--- src/rob_cfg.svh ---
/*
  Constants of the remote output block: parameter select codes, storage
  slots, retention policy codes, terminal function codes and reset values.
  Assumes it is included by its bare name by the design and the bench.
*/
`ifndef ROB_CFG_SVH
`define ROB_CFG_SVH

// ----------------------------------------------------------------------------
// Parameter select codes, also the storage slot numbers.
// ----------------------------------------------------------------------------
`define ROB_SEL_MODE   2'h0
`define ROB_SEL_WORD1  2'h1
`define ROB_SEL_WORD2  2'h2

// ----------------------------------------------------------------------------
// Retention policy codes, held as their decimal value.
// ----------------------------------------------------------------------------
`define ROB_MODE_CLR_BOTH   4'h0
`define ROB_MODE_KEEP_PWR   4'h1
`define ROB_MODE_KEEP_RST   4'ha
`define ROB_MODE_KEEP_BOTH  4'hb
`define ROB_MODE_RST        4'h0

// ----------------------------------------------------------------------------
// Terminal function codes and reset values.
// ----------------------------------------------------------------------------
`define ROB_FUNC_POS   8'h60
`define ROB_FUNC_NEG   8'hc4
`define ROB_WORD_RST   12'h000

`endif

--- src/rob_pkg.sv ---
/*
  Types of the remote output block: the sequencer state encoding.
  Assumes rob_cfg.svh is reachable on the include path.
*/
package rob_pkg;
  // --------------------------------------------------------------------------
  // Sequencer states.
  // --------------------------------------------------------------------------
  typedef enum logic [2:0]
  {
    RS_MODE = 3'b000, // Read the stored policy.
    RS_W1   = 3'b001, // Policy arrives, read word one.
    RS_W2   = 3'b010, // Word one arrives, read word two.
    RS_DONE = 3'b011, // Word two arrives.
    ST_IDLE = 3'b100, // Normal operation.
    SV_W2   = 3'b101  // Second save write at power-off.
  } rob_state_e;
endpackage : rob_pkg

--- src/rob_remote_out.sv ---
/*
  Remote output block: two host-written data words steer output terminals
  that carry the remote function, under a retention policy for power cycles
  and inverter resets. rst_n_in stands for a power-up.
  Assumes the host link decodes parameter accesses into one-cycle strobes
  and that power_off_in comes early enough for two store writes.
*/
`include "rob_cfg.svh"
module rob_remote_out #(
  parameter int WORD_W = 12 // Bits per data word.
) (
  input  wire logic                    clock_in,       // 250 MHz clock.
  input  wire logic                    rst_n_in,       // Power-up reset, low.
  input  wire logic                    nv_clear_in,    // All-clear of the store.
  input  wire logic                    param_wr_in,    // Host write strobe.
  input  wire logic [1:0]              param_sel_in,   // Parameter select.
  input  wire logic [WORD_W-1:0]       param_wdata_in, // Host write data.
  input  wire logic                    power_off_in,   // Power failing pulse.
  input  wire logic                    inv_reset_in,   // Inverter reset pulse.
  input  wire logic [2*WORD_W*8-1:0]   func_sel_in,    // 8-bit code per terminal.
  input  wire logic [2*WORD_W-1:0]     func_level_in,  // Level of other functions.
  input  wire logic [2*WORD_W-1:0]     present_in,     // Terminal fitted.
  output logic      [2*WORD_W-1:0]     term_out,       // Terminal levels, 1 is on.
  output logic      [WORD_W-1:0]       param_rdata_out, // Selected parameter.
  output logic                         busy_out        // Host writes ignored.
);
  import rob_pkg::*;

  // --------------------------------------------------------------------------
  // Declarations.
  // --------------------------------------------------------------------------
  localparam int NT = 2 * WORD_W; // Terminal count.

  rob_state_e        state_ff;     // Sequencer state.
  rob_state_e        nxt_state;    // Next sequencer state.
  logic [3:0]        mode_ff;      // Retention policy.
  logic [WORD_W-1:0] word1_ff;     // Data word one.
  logic [WORD_W-1:0] word2_ff;     // Data word two.
  logic [NT-1:0]     term_ff;      // Terminal levels.
  logic [WORD_W-1:0] rdata_ff;     // Read back register.
  logic              busy_ff;      // Sequencer busy.
  logic              mem_we;       // Store write strobe.
  logic [1:0]        mem_addr;     // Store address.
  logic [WORD_W-1:0] mem_wdata;    // Store write data.
  logic [WORD_W-1:0] mem_rdata;    // Store read data.
  logic              idle;         // Sequencer free.
  logic [NT-1:0]     data_bits;    // Both words as one terminal vector.
  logic              host_wr;      // Host write taken this cycle.
  logic              mode_wr;      // Legal policy write taken this cycle.
  if (WORD_W < 4)
  begin : g_width_check
    $error("rob_remote_out: word too narrow for the policy code");
  end

  // Policy keeps data across a power cycle.
  function automatic logic keep_pwr(input logic [3:0] m);
    keep_pwr = (m == `ROB_MODE_KEEP_PWR) || (m == `ROB_MODE_KEEP_BOTH);
  endfunction : keep_pwr

  // Policy keeps data across an inverter reset.
  function automatic logic keep_rst(input logic [3:0] m);
    keep_rst = (m == `ROB_MODE_KEEP_RST) || (m == `ROB_MODE_KEEP_BOTH);
  endfunction : keep_rst

  // Code is one of the four legal policies.
  function automatic logic mode_legal(input logic [3:0] m);
    mode_legal = keep_pwr(m) || keep_rst(m) || (m == `ROB_MODE_CLR_BOTH);
  endfunction : mode_legal

  assign idle      = (state_ff == ST_IDLE);
  assign data_bits = {word2_ff, word1_ff};
  assign host_wr   = idle && !power_off_in && !inv_reset_in && param_wr_in;
  assign mode_wr   = host_wr && (param_sel_in == `ROB_SEL_MODE)
                     && mode_legal(param_wdata_in[3:0]);

  // --------------------------------------------------------------------------
  // Nonvolatile store.
  // --------------------------------------------------------------------------
  rob_nv_store #(
    .WIDTH (WORD_W),
    .DEPTH (3),
    .AW    (2)
  ) u_store (
    .clock_in  (clock_in),
    .clear_in  (nv_clear_in),
    .we_in     (mem_we),
    .addr_in   (mem_addr),
    .wdata_in  (mem_wdata),
    .rdata_out (mem_rdata)
  );

  // Store port: reads during restore, saves at power-off, policy on write.
  always_comb
  begin
    mem_we    = 1'b0;
    mem_addr  = `ROB_SEL_MODE;
    mem_wdata = word1_ff;
    unique case (state_ff)
      RS_MODE: mem_addr = `ROB_SEL_MODE;
      RS_W1:   mem_addr = `ROB_SEL_WORD1;
      RS_W2:   mem_addr = `ROB_SEL_WORD2;
      RS_DONE: mem_addr = `ROB_SEL_MODE;
      SV_W2:
      begin
        mem_we    = 1'b1;
        mem_addr  = `ROB_SEL_WORD2;
        mem_wdata = word2_ff;
      end
      ST_IDLE:
      begin
        mem_we    = power_off_in ? keep_pwr(mode_ff) : mode_wr;
        mem_addr  = power_off_in ? `ROB_SEL_WORD1 : `ROB_SEL_MODE;
        mem_wdata = power_off_in ? word1_ff : {{(WORD_W-4){1'b0}}, param_wdata_in[3:0]};
      end
    endcase
  end

  // --------------------------------------------------------------------------
  // Sequencer.
  // --------------------------------------------------------------------------
  // Restore walks three slots; an inverter reset in mode 1 reuses it.
  always_comb
  begin
    nxt_state = state_ff;
    unique case (state_ff)
      RS_MODE: nxt_state = RS_W1;
      RS_W1:   nxt_state = RS_W2;
      RS_W2:   nxt_state = RS_DONE;
      RS_DONE: nxt_state = ST_IDLE;
      SV_W2:   nxt_state = ST_IDLE;
      ST_IDLE: nxt_state = (power_off_in && keep_pwr(mode_ff)) ? SV_W2 :
                           (!power_off_in && inv_reset_in && keep_pwr(mode_ff)
                            && !keep_rst(mode_ff)) ? RS_MODE : ST_IDLE;
    endcase
  end

  // State register; power-up always starts with a restore.
  always_ff @(posedge clock_in or negedge rst_n_in)
  begin
    if (!rst_n_in)
    begin
      state_ff <= RS_MODE;
      busy_ff  <= 1'b1;
    end
    else
    begin
      state_ff <= nxt_state;
      busy_ff  <= (nxt_state != ST_IDLE);
    end
  end

  // --------------------------------------------------------------------------
  // Policy and data words.
  // --------------------------------------------------------------------------
  // Illegal policy codes are dropped so the policy stays one of four.
  always_ff @(posedge clock_in or negedge rst_n_in)
  begin
    if (!rst_n_in)
    begin
      mode_ff <= `ROB_MODE_RST;
    end
    else if (state_ff == RS_W1)
    begin
      mode_ff <= mode_legal(mem_rdata[3:0]) ? mem_rdata[3:0] : `ROB_MODE_RST;
    end
    else if (mode_wr)
    begin
      mode_ff <= param_wdata_in[3:0];
    end
  end

  // Word one: host writes go through only while the sequencer is idle and no
  // power-off or inverter reset pulse is present; there is no protection input.
  always_ff @(posedge clock_in or negedge rst_n_in)
  begin
    if (!rst_n_in)
    begin
      word1_ff <= `ROB_WORD_RST;
    end
    else if (state_ff == RS_W2)
    begin
      word1_ff <= keep_pwr(mode_ff) ? mem_rdata : `ROB_WORD_RST;
    end
    else if (idle && !power_off_in && inv_reset_in && !keep_rst(mode_ff)
             && !keep_pwr(mode_ff))
    begin
      word1_ff <= `ROB_WORD_RST;
    end
    else if (host_wr && (param_sel_in == `ROB_SEL_WORD1))
    begin
      word1_ff <= param_wdata_in;
    end
  end

  // Word two, same policy handling as word one.
  always_ff @(posedge clock_in or negedge rst_n_in)
  begin
    if (!rst_n_in)
    begin
      word2_ff <= `ROB_WORD_RST;
    end
    else if (state_ff == RS_DONE)
    begin
      word2_ff <= keep_pwr(mode_ff) ? mem_rdata : `ROB_WORD_RST;
    end
    else if (idle && !power_off_in && inv_reset_in && !keep_rst(mode_ff)
             && !keep_pwr(mode_ff))
    begin
      word2_ff <= `ROB_WORD_RST;
    end
    else if (host_wr && (param_sel_in == `ROB_SEL_WORD2))
    begin
      word2_ff <= param_wdata_in;
    end
  end

  // Read back of the selected parameter; the policy sits in the low bits.
  always_ff @(posedge clock_in or negedge rst_n_in)
  begin
    if (!rst_n_in)
    begin
      rdata_ff <= '0;
    end
    else
    begin
      unique case (param_sel_in)
        `ROB_SEL_MODE:  rdata_ff <= {{(WORD_W-4){1'b0}}, mode_ff};
        `ROB_SEL_WORD1: rdata_ff <= word1_ff;
        `ROB_SEL_WORD2: rdata_ff <= word2_ff;
        default:        rdata_ff <= '0;
      endcase
    end
  end

  // --------------------------------------------------------------------------
  // Terminal drive.
  // --------------------------------------------------------------------------
  // Terminal 0 is the running-status terminal, driven by bit 0 of word one.
  // Absent terminals are held off whatever their bit says.
  always_ff @(posedge clock_in or negedge rst_n_in)
  begin
    if (!rst_n_in)
    begin
      term_ff <= '0;
    end
    else
    begin
      for (int i = 0; i < NT; i++)
      begin
        term_ff[i] <= !present_in[i] ? 1'b0 :
                      (func_sel_in[i*8 +: 8] == `ROB_FUNC_POS) ? data_bits[i] :
                      (func_sel_in[i*8 +: 8] == `ROB_FUNC_NEG) ? ~data_bits[i] :
                      func_level_in[i];
      end
    end
  end

  assign term_out        = term_ff;
  assign param_rdata_out = rdata_ff;
  assign busy_out        = busy_ff;

  // --------------------------------------------------------------------------
  // Assertions.
  // --------------------------------------------------------------------------
  a_mode_legal_only: assert property (@(posedge clock_in) disable iff (!rst_n_in)
    mode_legal(mode_ff)) else $error("retention policy holds an illegal code");
  a_word_write_taken: assert property (@(posedge clock_in) disable iff (!rst_n_in)
    (idle && param_wr_in && !power_off_in && !inv_reset_in
     && param_sel_in == `ROB_SEL_WORD1) |=> (word1_ff == $past(param_wdata_in)))
    else $error("host write to word one was lost");
  a_pos_follow_bit: assert property (@(posedge clock_in) disable iff (!rst_n_in)
    (present_in[0] && func_sel_in[7:0] == `ROB_FUNC_POS)
    |=> (term_out[0] == $past(word1_ff[0]))) else $error("positive terminal wrong");
  a_neg_invert_bit: assert property (@(posedge clock_in) disable iff (!rst_n_in)
    (present_in[WORD_W] && func_sel_in[WORD_W*8 +: 8] == `ROB_FUNC_NEG)
    |=> (term_out[WORD_W] == !$past(word2_ff[0]))) else $error("negative terminal wrong");
  a_other_func_pass: assert property (@(posedge clock_in) disable iff (!rst_n_in)
    (present_in[1] && func_sel_in[15:8] != `ROB_FUNC_POS
     && func_sel_in[15:8] != `ROB_FUNC_NEG)
    |=> (term_out[1] == $past(func_level_in[1]))) else $error("non-remote terminal wrong");
  a_absent_held_off: assert property (@(posedge clock_in) disable iff (!rst_n_in)
    !present_in[2] |=> !term_out[2]) else $error("absent terminal driven");
  a_inv_clear_words: assert property (@(posedge clock_in) disable iff (!rst_n_in)
    (idle && inv_reset_in && !power_off_in && mode_ff == `ROB_MODE_CLR_BOTH)
    |=> (word1_ff == '0 && word2_ff == '0)) else $error("mode 0 reset kept data");
  a_inv_keep_words: assert property (@(posedge clock_in) disable iff (!rst_n_in)
    (idle && inv_reset_in && !power_off_in && keep_rst(mode_ff))
    |=> ($stable(word1_ff) && $stable(word2_ff) && state_ff == ST_IDLE))
    else $error("retaining reset changed data");
  a_save_two_writes: assert property (@(posedge clock_in) disable iff (!rst_n_in)
    (idle && power_off_in && keep_pwr(mode_ff))
    |-> (mem_we && mem_addr == `ROB_SEL_WORD1) ##1 (mem_we && mem_addr == `ROB_SEL_WORD2))
    else $error("power-off save did not write both words");
  a_restore_length: assert property (@(posedge clock_in) disable iff (!rst_n_in)
    (state_ff == RS_MODE) |-> ##4 (state_ff == ST_IDLE && !busy_out))
    else $error("restore did not finish in four cycles");
  a_powerup_clear: assert property (@(posedge clock_in) disable iff (!rst_n_in)
    (state_ff == RS_W1 && !keep_pwr(mem_rdata[3:0])) |=> ##2 (word1_ff == '0 && word2_ff == '0))
    else $error("clearing policy restored data");
endmodule : rob_remote_out

--- src/rob_nv_store.sv ---
/*
  Small nonvolatile store for the remote output block: one port, write or
  registered read per cycle, plus a one-cycle clear of every slot.
  Assumes the storage survives the block reset, so it has no reset itself.
*/
module rob_nv_store #(
  parameter int WIDTH = 12, // Slot width.
  parameter int DEPTH = 3,  // Number of slots.
  parameter int AW    = 2   // Address width.
) (
  input  wire logic             clock_in,  // Block clock.
  input  wire logic             clear_in,  // Clears every slot to zero.
  input  wire logic             we_in,     // Write strobe.
  input  wire logic [AW-1:0]    addr_in,   // Slot address.
  input  wire logic [WIDTH-1:0] wdata_in,  // Write data.
  output logic      [WIDTH-1:0] rdata_out  // Read data, one cycle after address.
);
  // --------------------------------------------------------------------------
  // Storage.
  // --------------------------------------------------------------------------
  logic [WIDTH-1:0] mem_ff [DEPTH]; // Slots; kept across block resets.

  if (DEPTH > (1 << AW) || WIDTH < 1)
  begin : g_size_check
    $error("rob_nv_store: depth does not fit the address width");
  end

  // Clear wins over a write, since it stands for an all-parameter clear.
  always_ff @(posedge clock_in)
  begin
    for (int i = 0; i < DEPTH; i++)
    begin
      if (clear_in)
      begin
        mem_ff[i] <= '0;
      end
      else if (we_in && (int'(addr_in) == i))
      begin
        mem_ff[i] <= wdata_in;
      end
    end
  end

  // Read data always come out of a register.
  always_ff @(posedge clock_in)
  begin
    rdata_out <= (int'(addr_in) < DEPTH) ? mem_ff[addr_in] : '0;
  end
endmodule : rob_nv_store

--- config.mk ---
export PLATFORM = sky130hd
export DESIGN_NAME = rob_remote_out
export DESIGN_NICKNAME = d
export VERILOG_FILES = /design/src/rob_pkg.sv /design/src/rob_remote_out.sv /design/src/rob_nv_store.sv
export VERILOG_INCLUDE_DIRS = /design/src
export SDC_FILE = /design/constraint.sdc
export NUM_CORES = 1
export LEC_CHECK = 0
export ABC_CLOCK_PERIOD_IN_PS = 1800
export BUFFER_PORTS_ARGS = -buffer_cell sky130_fd_sc_hd__buf_2
export CAP_MARGIN = 30
export CORE_ASPECT_RATIO = 0.7
export CORE_MARGIN = 2
export CORE_UTILIZATION = 40
export CTS_CLUSTER_DIAMETER = 120
export DETAILED_ROUTE_END_ITERATION = 10
export GPL_TIMING_DRIVEN = 0
export PLACE_DENSITY = 0.74
export SLEW_MARGIN = 20
export SYNTH_ARGS = -nofsm -noshare
export SYNTH_HDL_FRONTEND = slang
export SYNTH_SLANG_ARGS = --single-unit
--- constraint.sdc ---
create_clock -name clock_in -period 1.8 [get_ports clock_in]
set_input_delay 0.18 -clock clock_in [delete_from_list [all_inputs] [get_ports clock_in]]
set_output_delay 0.18 -clock clock_in [all_outputs]
set_load 0.05 [all_outputs]
== Word-level counts from Yosys, hierarchy flattened ==
Memories as Yosys holds them, arrays and structs flattened. A register that Yosys moved wholly into a read port is not among the register bits.
Index checks and enable logic that the tools add are counted.

* Input bits: 260
* Output and inout bits: 37
* Register bits after elaboration: 68
* RAM bits: 36
* Memories kept: 1
* Logic and storage cells: 252

{| class="wikitable"
|+ Memory list
! memory !! depth !! bits a word !! read ports !! clocked after memory_dff !! write ports !! RTL line !! source
|-
| u_store.mem_ff || 3 || 12 || 1 || 1 || 3 || rob_nv_store.sv:21 || <nowiki>logic [WIDTH-1:0] mem_ff [DEPTH];</nowiki>
|}

* Mux-type cells: 106
* Bitwise gates (word level): 27
* Order comparisons: 1
* Eq/ne operators: 67
* Reduce and logical (&&, ||, !) cells: 43

{| class="wikitable"
|+ Operator list
! kind !! number
|-
| $eq 8x7->1 const B || 24
|-
| $eq 8x8->1 const B || 24
|-
| $mux 12 || 11
|-
| $mux 1 || 85
|-
| $pmux 12 s3 || 1
|-
| $eq 4x4->1 const B || 6
|-
| $not 1->1 || 24
|-
| $pmux 12 s2 || 1
|-
| $logic_and 1x1->1 || 17
|-
| $pmux 3 s5 || 1
|-
| $eq 4x1->1 const B || 3
|-
| $mux 4 || 3
|-
| $logic_or 1x1->1 || 10
|-
| $logic_not 4->1 || 2
|-
| $pmux 2 s4 || 1
|-
| $eq 2x2->1 const B || 3
|-
| $eq 3x2->1 const B || 2
|-
| $eq 3x3->1 const B || 2
|-
| $mux 3 || 2
|-
| $reduce_bool 3->1 || 2
|-
| $reduce_or 2->1 || 3
|-
| $logic_not 1->1 || 5
|-
| $logic_not 2->1 || 2
|-
| $eq 3x1->1 const B || 1
|-
| 7 further kinds || 9
|}

== Longest topological paths before layout ==
Gate-level depths: netlist of run 1.

* Word-level depth: 13
* Depth in mapped cells: 7
* Depth with buffers taken out: 4

== Hierarchy ==
A second synthesis of run 1 with hierarchy kept.

* Cells, all modules: 702
* Area total of the unflattened synthesis: 6776.5 sq um

{| class="wikitable"
|+ Modules (own cells, without submodules)
! module !! cells each !! seq. area each (sq um) !! instances !! area each (sq um)
|-
| rob_remote_out || 564 || 1702.9 || 1 || 4890.9
|-
| rob_nv_store || 138 || 1321.3 || 1 || 1885.6
|}

== Least setup slack after synthesis of run 1 ==
OpenSTA, ideal clock, no wires.

* Kind: reg-to-reg
* From: register mode_ff[3]
* To: memory u_store.mem_ff[1][0], enable pin
* Buffers on the path: 1
* Period minus slack after synthesis: 1892 ps
* Data arrival time: 1567 ps
* Stages on the path, launching flop included: 5
* Slack: -92 ps
* Required time: 1474 ps
* Library setup time: 326 ps
* Cells stage by stage: dfrtp_1 -> xor2_1 -> nor3b_2 -> buf_2 -> a31o_2

{| class="wikitable"
|+ RTL lines
! element !! RTL line !! source
|-
| start, declared || rob_remote_out.sv:36 || <nowiki>logic [3:0] mode_ff;</nowiki>
|-
| start signal, assigned || rob_remote_out.sv:160 || <nowiki>mode_ff <= `ROB_MODE_RST;</nowiki>
|-
| start signal, assigned || rob_remote_out.sv:164 || <nowiki>mode_ff <= mode_legal(mem_rdata[3:0]) ? mem_rdata[3:0] : `ROB_MODE_RST;</nowiki>
|-
| start signal, assigned || rob_remote_out.sv:168 || <nowiki>mode_ff <= param_wdata_in[3:0];</nowiki>
|-
| end, declared || rob_nv_store.sv:21 ||
|}

== Final worst setup path of run 1 ==
* From: register mode_ff[1]
* To: register word2_ff[1]

* Longest elaborated chain between the ends: 7
* Elaborated cells on any way between the ends: 13
* Those cells by class: eq/ne (3); mux (3); reduce/logical (7)

{| class="wikitable"
|+ RTL lines
! element !! RTL line !! source
|-
| $eq 4x4->1 (no source line) || - ||
|-
| $logic_or 1x1->1 || rob_remote_out.sv:62 || <nowiki>keep_rst = (m == `ROB_MODE_KEEP_RST) || (m == `ROB_MODE_KEEP_BOTH);</nowiki>
|-
| $logic_not 1->1 || rob_remote_out.sv:206 || <nowiki>else if (idle && !power_off_in && inv_reset_in && !keep_rst(mode_ff)</nowiki>
|-
| $logic_and 1x1->1 || rob_remote_out.sv:206 ||
|-
| $logic_and 1x1->1 || rob_remote_out.sv:207 || <nowiki>&& !keep_pwr(mode_ff))</nowiki>
|-
| $mux 12 || rob_remote_out.sv:206 ||
|-
| $mux 12 || rob_remote_out.sv:202 || <nowiki>else if (state_ff == RS_DONE)</nowiki>
|-
| end signal, assigned || rob_remote_out.sv:200 || <nowiki>word2_ff <= `ROB_WORD_RST;</nowiki>
|-
| end signal, assigned || rob_remote_out.sv:204 || <nowiki>word2_ff <= keep_pwr(mode_ff) ? mem_rdata : `ROB_WORD_RST;</nowiki>
|-
| end signal, assigned || rob_remote_out.sv:209 || <nowiki>word2_ff <= `ROB_WORD_RST;</nowiki>
|-
| end, declared || rob_remote_out.sv:38 || <nowiki>logic [WORD_W-1:0] word2_ff;</nowiki>
|}

Several ways; a longest one is shown, not always the timed one.
A chain may end at the register's enable or synchronous reset.

==> impl_metrics.env, run 1 <==
export IMPL_outcome="finished with violations"
export IMPL_violations="setup timing"
export IMPL_grt_usage_pct=23.0
export IMPL_highest_layer="met4"
export IMPL_setup_viol=3
export IMPL_drv_cap=0
export IMPL_synth_edf_count=36
export IMPL_synth_flop_cell="dfrtp_1"
export IMPL_ir_drop_mv=0.716
export IMPL_initial_core_util_pct=40.6
export IMPL_diodes=0
export IMPL_gp_congestion=0.895
export IMPL_grt_max_degree=46
export IMPL_wl_mm=19.8
export IMPL_critical_path_top_delay_family="simple AND/OR/NAND/NOR gates"
export IMPL_crit_chain="or4b_4 -> a41oi_4 -> nand2_2 -> o221a_2"
export IMPL_wl_met3_mm=2.09
export IMPL_fill_cells=1286
export IMPL_cts_tree="built"
export IMPL_required_ns=2.10
export IMPL_period_share_pct=104
export IMPL_grt_setup_unrepaired="yes"
export IMPL_setup_worst_path_class="reg2reg"
export IMPL_clock_sinks=116
export IMPL_pwr_density_cell_nw_per_um2=1310
export IMPL_ys_async_sr_fraction_pct=58.6
export IMPL_final_common_cell="buf_2"
export IMPL_slowest_delay_ns=0.61
export IMPL_fin_cells=1160
export IMPL_fin_util_pct=59.2
export IMPL_cts_buffers=17
export IMPL_place_hpwl_mm=13.9
export IMPL_dr_pass1_iters=7
export IMPL_clk_pin_slew_worst_paths_ns=0.06
export IMPL_cpMaxStageDelayCell="or4b_4"
export IMPL_viasPerCell=5.57
export IMPL_antenna_found_initial=0
export IMPL_drt_met1_wl_mm=8.04
export IMPL_total_power_mw=11.9
export IMPL_dieArea_um2=16600
export IMPL_cp_end_kind="flop"
export IMPL_die_h_um=108
export IMPL_whs_ns=0.000831
export IMPL_htreeDepth=4
export IMPL_critPathArrivalTime_ns=2.16
export IMPL_layout_setup_ws_ns=-0.0667
export IMPL_p_leak_nw=4.18
export IMPL_wl_met2_mm=9.54
export IMPL_layout_common_cells="buf_2, dfrtp_1, and2_1"
export IMPL_hold_viol_final=0
export IMPL_nNetsFinal=1207
export IMPL_syn_area_um2=6240
export IMPL_wl_per_cell_um=17.1
export IMPL_detail_route_iter0_violations=512
export IMPL_dr_total_vias=6457
export IMPL_seq_area_um2=3030
export IMPL_tns_ns=-0.191
export IMPL_ant_nets=0
export IMPL_rows=38
export IMPL_io_pins=297
export IMPL_hold_path_class="in2reg"
export IMPL_grt_first_pass_wirelength_mm=29.8
export IMPL_maxSlewHeadroom_pct=49.5
export IMPL_core_um2=15400
export IMPL_crit_fanout=7
export IMPL_ys_seq_area_share_pct=48.5
export IMPL_cts_buffer_depth=2
export IMPL_worstPathBufferInverterCount=0
export IMPL_grt_ovfl_total=0
export IMPL_yosys_warnings=0
export IMPL_cts_root_buf="clkbuf_16"
export IMPL_finalCriticalPeriod_ns=1.87
export IMPL_max_freq_mhz=536
export IMPL_area_delta_synth_final_pct=45.8
export IMPL_ys_ff_latch=116
export IMPL_avgSynthCellArea_um2=10.4
export IMPL_fin_worst_skew_ns=0.0123
export IMPL_clk_latency_ns=0.42
export IMPL_startpoint_type="flop"
export IMPL_drc=0
export IMPL_grt_pass1_vias=5972
export IMPL_multi_input_area_um2=3210
export IMPL_die_width_um=153
export IMPL_drive_gt1_share_pct=41.7
export IMPL_ys_types=56
export IMPL_worst_slew_pin_slew_ns=0.758
export IMPL_syn_inst=599
export IMPL_dp_cells=1102
export IMPL_maxSlewViolCount=0
export IMPL_port_buffers=294
-- cells by family after synthesis --
family,Yosys count,synth area share [%]
AOI/OAI and AO/OA,177,21.8
xor gates and xnor gates,3,0.421
buffers and inverters,46,3.07
DFF,116,48.5
muxes,21,3.37
other,1,0.0601
and+or+nand+nor,235,22.8
-- per-layer routing --
| layer | vias to the layer above | GRT usage, % |
|---|---|---|
| li1 | 3053 | - |
| met1 | 3033 | 29.1 |
| met2 | 352 | 38.8 |
| met3 | 19 | 7.21 |
| met4 | 0 | 5.75 |
| met5 | - | 0 |
-- layout make-up --
cell class	instances	area share (%)
Sequential cell	116	33.3
Multi-Input combinational cell	446	35.3
Clock inverter	10	1.31
Inverter	25	1.03
Timing Repair Buffer	322	19.3
Clock buffer	22	5.45
Tap cell	200	2.75
Buffer	19	1.54
-- per-stage QoR --
step,cell area (um^2),worst slack (ns)
finish,9090,-0.0667
global route,9090,-0.102
CTS,8960,-0.0350
detailed placement,8030,-0.495
global placement,8000,-0.471
floorplan,6280,0.0000240
-- sequential cells by signal, summed over array words and instances, names as in the netlist --
register and count:
u_store.mem_ff 36, term_out 24, param_rdata_out 12, u_store.rdata_out 12
word1_ff 12, word2_ff 12, mode_ff 4, state_ff 3
busy_out 1
-- worst register-to-register path: cells and delay by family, from the launching register on --
| family | cells | cell delay, ns |
|---|---|---|
| AOI/OAI and AO/OA | 2 | 0.55 |
| and+or+nand+nor | 2 | 0.73 |
| DFF | 1 | 0.47 |
-- cell usage after synthesis (all sizes together), types with 2 or more instances --
master / n / area (um^2)
a21oi: 29 / 145
a221o: 37 / 370
a221oi: 2 / 17.5
a22o: 8 / 70.1
a22oi: 8 / 60.1
a31o: 4 / 35.0
a31oi: 5 / 31.3
a41oi: 2 / 25.0
and2: 47 / 294
and3: 2 / 12.5
and3b: 2 / 17.5
buf: 9 / 51.3
clkbuf: 12 / 46.3
dfrtp: 67 / 1680
dfxtp: 12 / 240
edfxtp: 36 / 1080
inv: 25 / 93.8
mux2i: 21 / 210
nand2: 44 / 168
nand2b: 6 / 37.5
nand3: 5 / 25.0
nand3b: 27 / 203
nand4bb: 2 / 22.5
nor2: 20 / 75.1
nor2b: 4 / 25.0
nor3: 13 / 70.1
nor3b: 29 / 223
nor4: 24 / 150
o21a: 2 / 15.0
o21ai: 31 / 155
o221a: 3 / 33.8
o221ai: 24 / 210
o22ai: 16 / 100
o41ai: 2 / 55.1
or3: 2 / 12.5
or3b: 3 / 28.8
xnor2: 2 / 17.5
-- final timing paths --
kind | start | to | slack [ns] | cells after the start
max reg2reg | mode_ff[1] | word2_ff[1] | -0.07 | 4
min | present_in[1] | term_out[1] | 0.0008 | 3
max | mode_ff[1] | word2_ff[1] | -0.07 | 4
max in group asynchronous | rst_n_in | busy_out | 0.97 | 3
min in group asynchronous | rst_n_in | term_out[15] | 0.23 | 2
min reg2reg | u_store.mem_ff[0][4] | u_store.rdata_out[4] | 0.46 | 1
-- where the power goes --
part           internal (mW)  leakage, nW  total, mW  switching [mW]
sequential              3.36         1.35       4.00           0.642
combinational           1.89         2.53       4.44            2.55
clock                   2.24        0.302       3.48            1.24
total                   7.48         4.18       11.9            4.43
-- repair_timing --
action,4_1_cts,5_1_grt
gates resized for setup,32,24
hold buffers,11,0
endpoints found under the setup margin,97,47
hold endpoints to repair,33,0
buffers inserted,7,8
pin swaps,5,8
cloned,2,0
Power figures use the tool's default switching activity.
==> run 2: changes to the inputs <==
--- a/config.mk
+++ b/config.mk
@@ -6,7 +6,7 @@
 export SDC_FILE = /design/constraint.sdc
 export NUM_CORES = 1
 export LEC_CHECK = 0
-export ABC_CLOCK_PERIOD_IN_PS = 1800
+export ABC_CLOCK_PERIOD_IN_PS = 2300
 export BUFFER_PORTS_ARGS = -buffer_cell sky130_fd_sc_hd__buf_2
 export CAP_MARGIN = 30
 export CORE_ASPECT_RATIO = 0.7
@@ -15,7 +15,7 @@
 export CTS_CLUSTER_DIAMETER = 120
 export DETAILED_ROUTE_END_ITERATION = 10
 export GPL_TIMING_DRIVEN = 0
-export PLACE_DENSITY = 0.74
+export PLACE_DENSITY = 0.72
 export SLEW_MARGIN = 20
 export SYNTH_ARGS = -nofsm -noshare
 export SYNTH_HDL_FRONTEND = slang
==> constraint.sdc (replaced) <==
create_clock -name clock_in -period 2.3 [get_ports clock_in]
set_input_delay 0.23 -clock clock_in [delete_from_list [all_inputs] [get_ports clock_in]]
set_output_delay 0.23 -clock clock_in [all_outputs]
set_load 0.05 [all_outputs]
==> impl_metrics.env, run 2 (synthesized netlist as in run 1, its figures left out) <==
export IMPL_whs_ns=0.0462
export IMPL_dr_pass1_iters=5
export IMPL_detail_route_iter0_violations=381
export IMPL_grt_ovfl_total=0
export IMPL_area_delta_synth_final_pct=38.3
export IMPL_timing_rr_start="state_ff[1]"
export IMPL_dr_total_vias=6208
export IMPL_fill_cells=1357
export IMPL_port_buffers=294
export IMPL_core_um2=15400
export IMPL_reg2reg_slack_ns=0.14
export IMPL_clk_pin_slew_worst_paths_ns=0.06
export IMPL_maxSlewHeadroom_pct=46.9
export IMPL_dieArea_um2=16600
export IMPL_post_place_ws_ns=-0.0988
export IMPL_diodes=0
export IMPL_htreeDepth=4
export IMPL_crit_fanout=10
export IMPL_startpoint_type="flop"
export IMPL_viasPerCell=5.47
export IMPL_worst_slew_pin_slew_ns=0.797
export IMPL_cts_root_buf="clkbuf_16"
export IMPL_clk_latency_ns=0.41
export IMPL_place_hpwl_mm=14.0
export IMPL_wl_per_cell_um=16.4
export IMPL_drc=0
export IMPL_finalCriticalPeriod_ns=2.16
export IMPL_pwr_density_cell_nw_per_um2=998
export IMPL_p_leak_nw=3.98
export IMPL_gp_congestion=0.866
export IMPL_grt_setup_unrepaired="no"
export IMPL_min_to="term_out[19]"
export IMPL_drv_cap=0
export IMPL_io_pins=297
export IMPL_layout_setup_ws_ns=0.136
export IMPL_cts_buffers=17
export IMPL_reg2reg_to="u_store.mem_ff[1][0]"
export IMPL_antenna_found_initial=0
export IMPL_final_common_cell="buf_2"
export IMPL_grt_usage_pct=22.4
export IMPL_worstHoldStart="present_in[19]"
export IMPL_drive_gt1_share_pct=38.2
export IMPL_setup_viol=0
export IMPL_period_share_pct=94.1
export IMPL_max_freq_mhz=462
export IMPL_grt_pass1_vias=5833
export IMPL_initial_core_util_pct=40.6
export IMPL_fin_worst_skew_ns=0.0134
export IMPL_outcome="complete, no violations"
export IMPL_die_width_um=153
export IMPL_clock_sinks=116
export IMPL_ir_drop_mv=0.556
export IMPL_critPathArrivalTime_ns=2.30
export IMPL_grt_max_degree=36
export IMPL_fin_util_pct=56.2
export IMPL_rows=38
export IMPL_dpl_cell_area_um2=8010
export IMPL_largest_reg_flops=36
export IMPL_hold_viol_final=0
export IMPL_required_ns=2.44
export IMPL_wl_mm=18.7
export IMPL_regMostFlops="u_store.mem_ff"
export IMPL_total_power_mw=8.61
export IMPL_cts_buffer_depth=2
export IMPL_cts_tree="built"
export IMPL_reg2reg_depth=6
export IMPL_finish_instance_area_um2=8630
export IMPL_whs_path_depth=3
export IMPL_maxSlewViolCount=0
export IMPL_grt_first_pass_wirelength_mm=28.9
export IMPL_setup_worst_path_class="reg2reg"
export IMPL_layout_common_cells="buf_2, dfrtp_1, and2_1"
export IMPL_nNetsFinal=1182
export IMPL_hold_path_class="in2reg"
export IMPL_cp_end_kind="flop"
export IMPL_die_h_um=108
export IMPL_ant_nets=0
run 2: cell count changes in the layout (fill, tap and decap cells not counted), sizes merged:
cell,previous run,this run
a31o,5,4
buf,322,304
clkbuf,30,35
clkinvlp,1,2
dlygate4sd3,11,1
inv,27,25
run 2: per-stage QoR:
| stage | std cells | TNS (ns) |
|---|---|---|
| 3_3_place_gp | 1101 | -0.466 |
| 2_1_floorplan | 607 | 0 |
| 4_1_cts | 1135 | 0 |
| 5_1_grt | 1135 | 0 |
| 3_5_place_dp | 1102 | -1.18 |
| 6_report | 1135 | 0 |
run 2: report_power, final:
group	internal [mW]	leakage [nW]	total [mW]	switching [mW]
Sequential	2.63	1.36	3.08	0.453
Combinational	1.15	2.33	2.95	1.80
Clock	1.67	0.283	2.58	0.906
run 2: per-layer routing:
metal / GRT usage (%) / routed length, um / up-vias
met5: 0 / 0 / -
met4: 5.49 / 167 / 0
met3: 5.89 / 1760 / 11
met2: 37.9 / 8950 / 289
met1: 28.9 / 7790 / 2921
li1: - / - / 2987
run 2: critical path, cell delays in order, from the launching register on:
cell and delay [ns]:
dfrtp_1 0.39, buf_2 0.22, nor2b_1 0.16, and2_1 0.19, buf_2 0.22, a221oi_1 0.61, nor2_1 0.11
run 2: what timing repair did:
item / in CTS / in global routing
buffers inserted: 0 / 0
setup endpoints to repair: 12 / 28
resized for setup: 1 / 3
pin swaps: 0 / 0
hold buffers: 1 / 0
endpoints found under the hold margin: 33 / 0
run 2: layout make-up:
cell class | instances | area [um^2] | share of cell area (%)
plain buffers | 21 | 97.6 | 1.13
multi-input cells | 445 | 3080 | 35.6
well taps | 200 | 250 | 2.90
inverters | 25 | 93.8 | 1.09
repair buffers | 296 | 1500 | 17.4
clock inverters | 9 | 104 | 1.20
clock buffers | 23 | 478 | 5.54
flip-flops and latches | 116 | 3020 | 35.1
run 2: worst max path at each step:
stage / depth (start not counted) / startpoint / slack (ns) / to
2_1_floorplan: 4 / mode_ff[3] / 0.41 / u_store.mem_ff[1][0]
6_report: 6 / state_ff[1] / 0.14 / u_store.mem_ff[1][0]
4_1_cts: 6 / state_ff[1] / 0.05 / u_store.mem_ff[0][3]
5_1_grt: 6 / state_ff[2] / 0.01 / u_store.rdata_out[4]
3_3_place_gp: 4 / mode_ff[3] / -0.04 / u_store.mem_ff[1][7]
3_5_place_dp: 4 / mode_ff[3] / -0.1 / u_store.mem_ff[1][7]
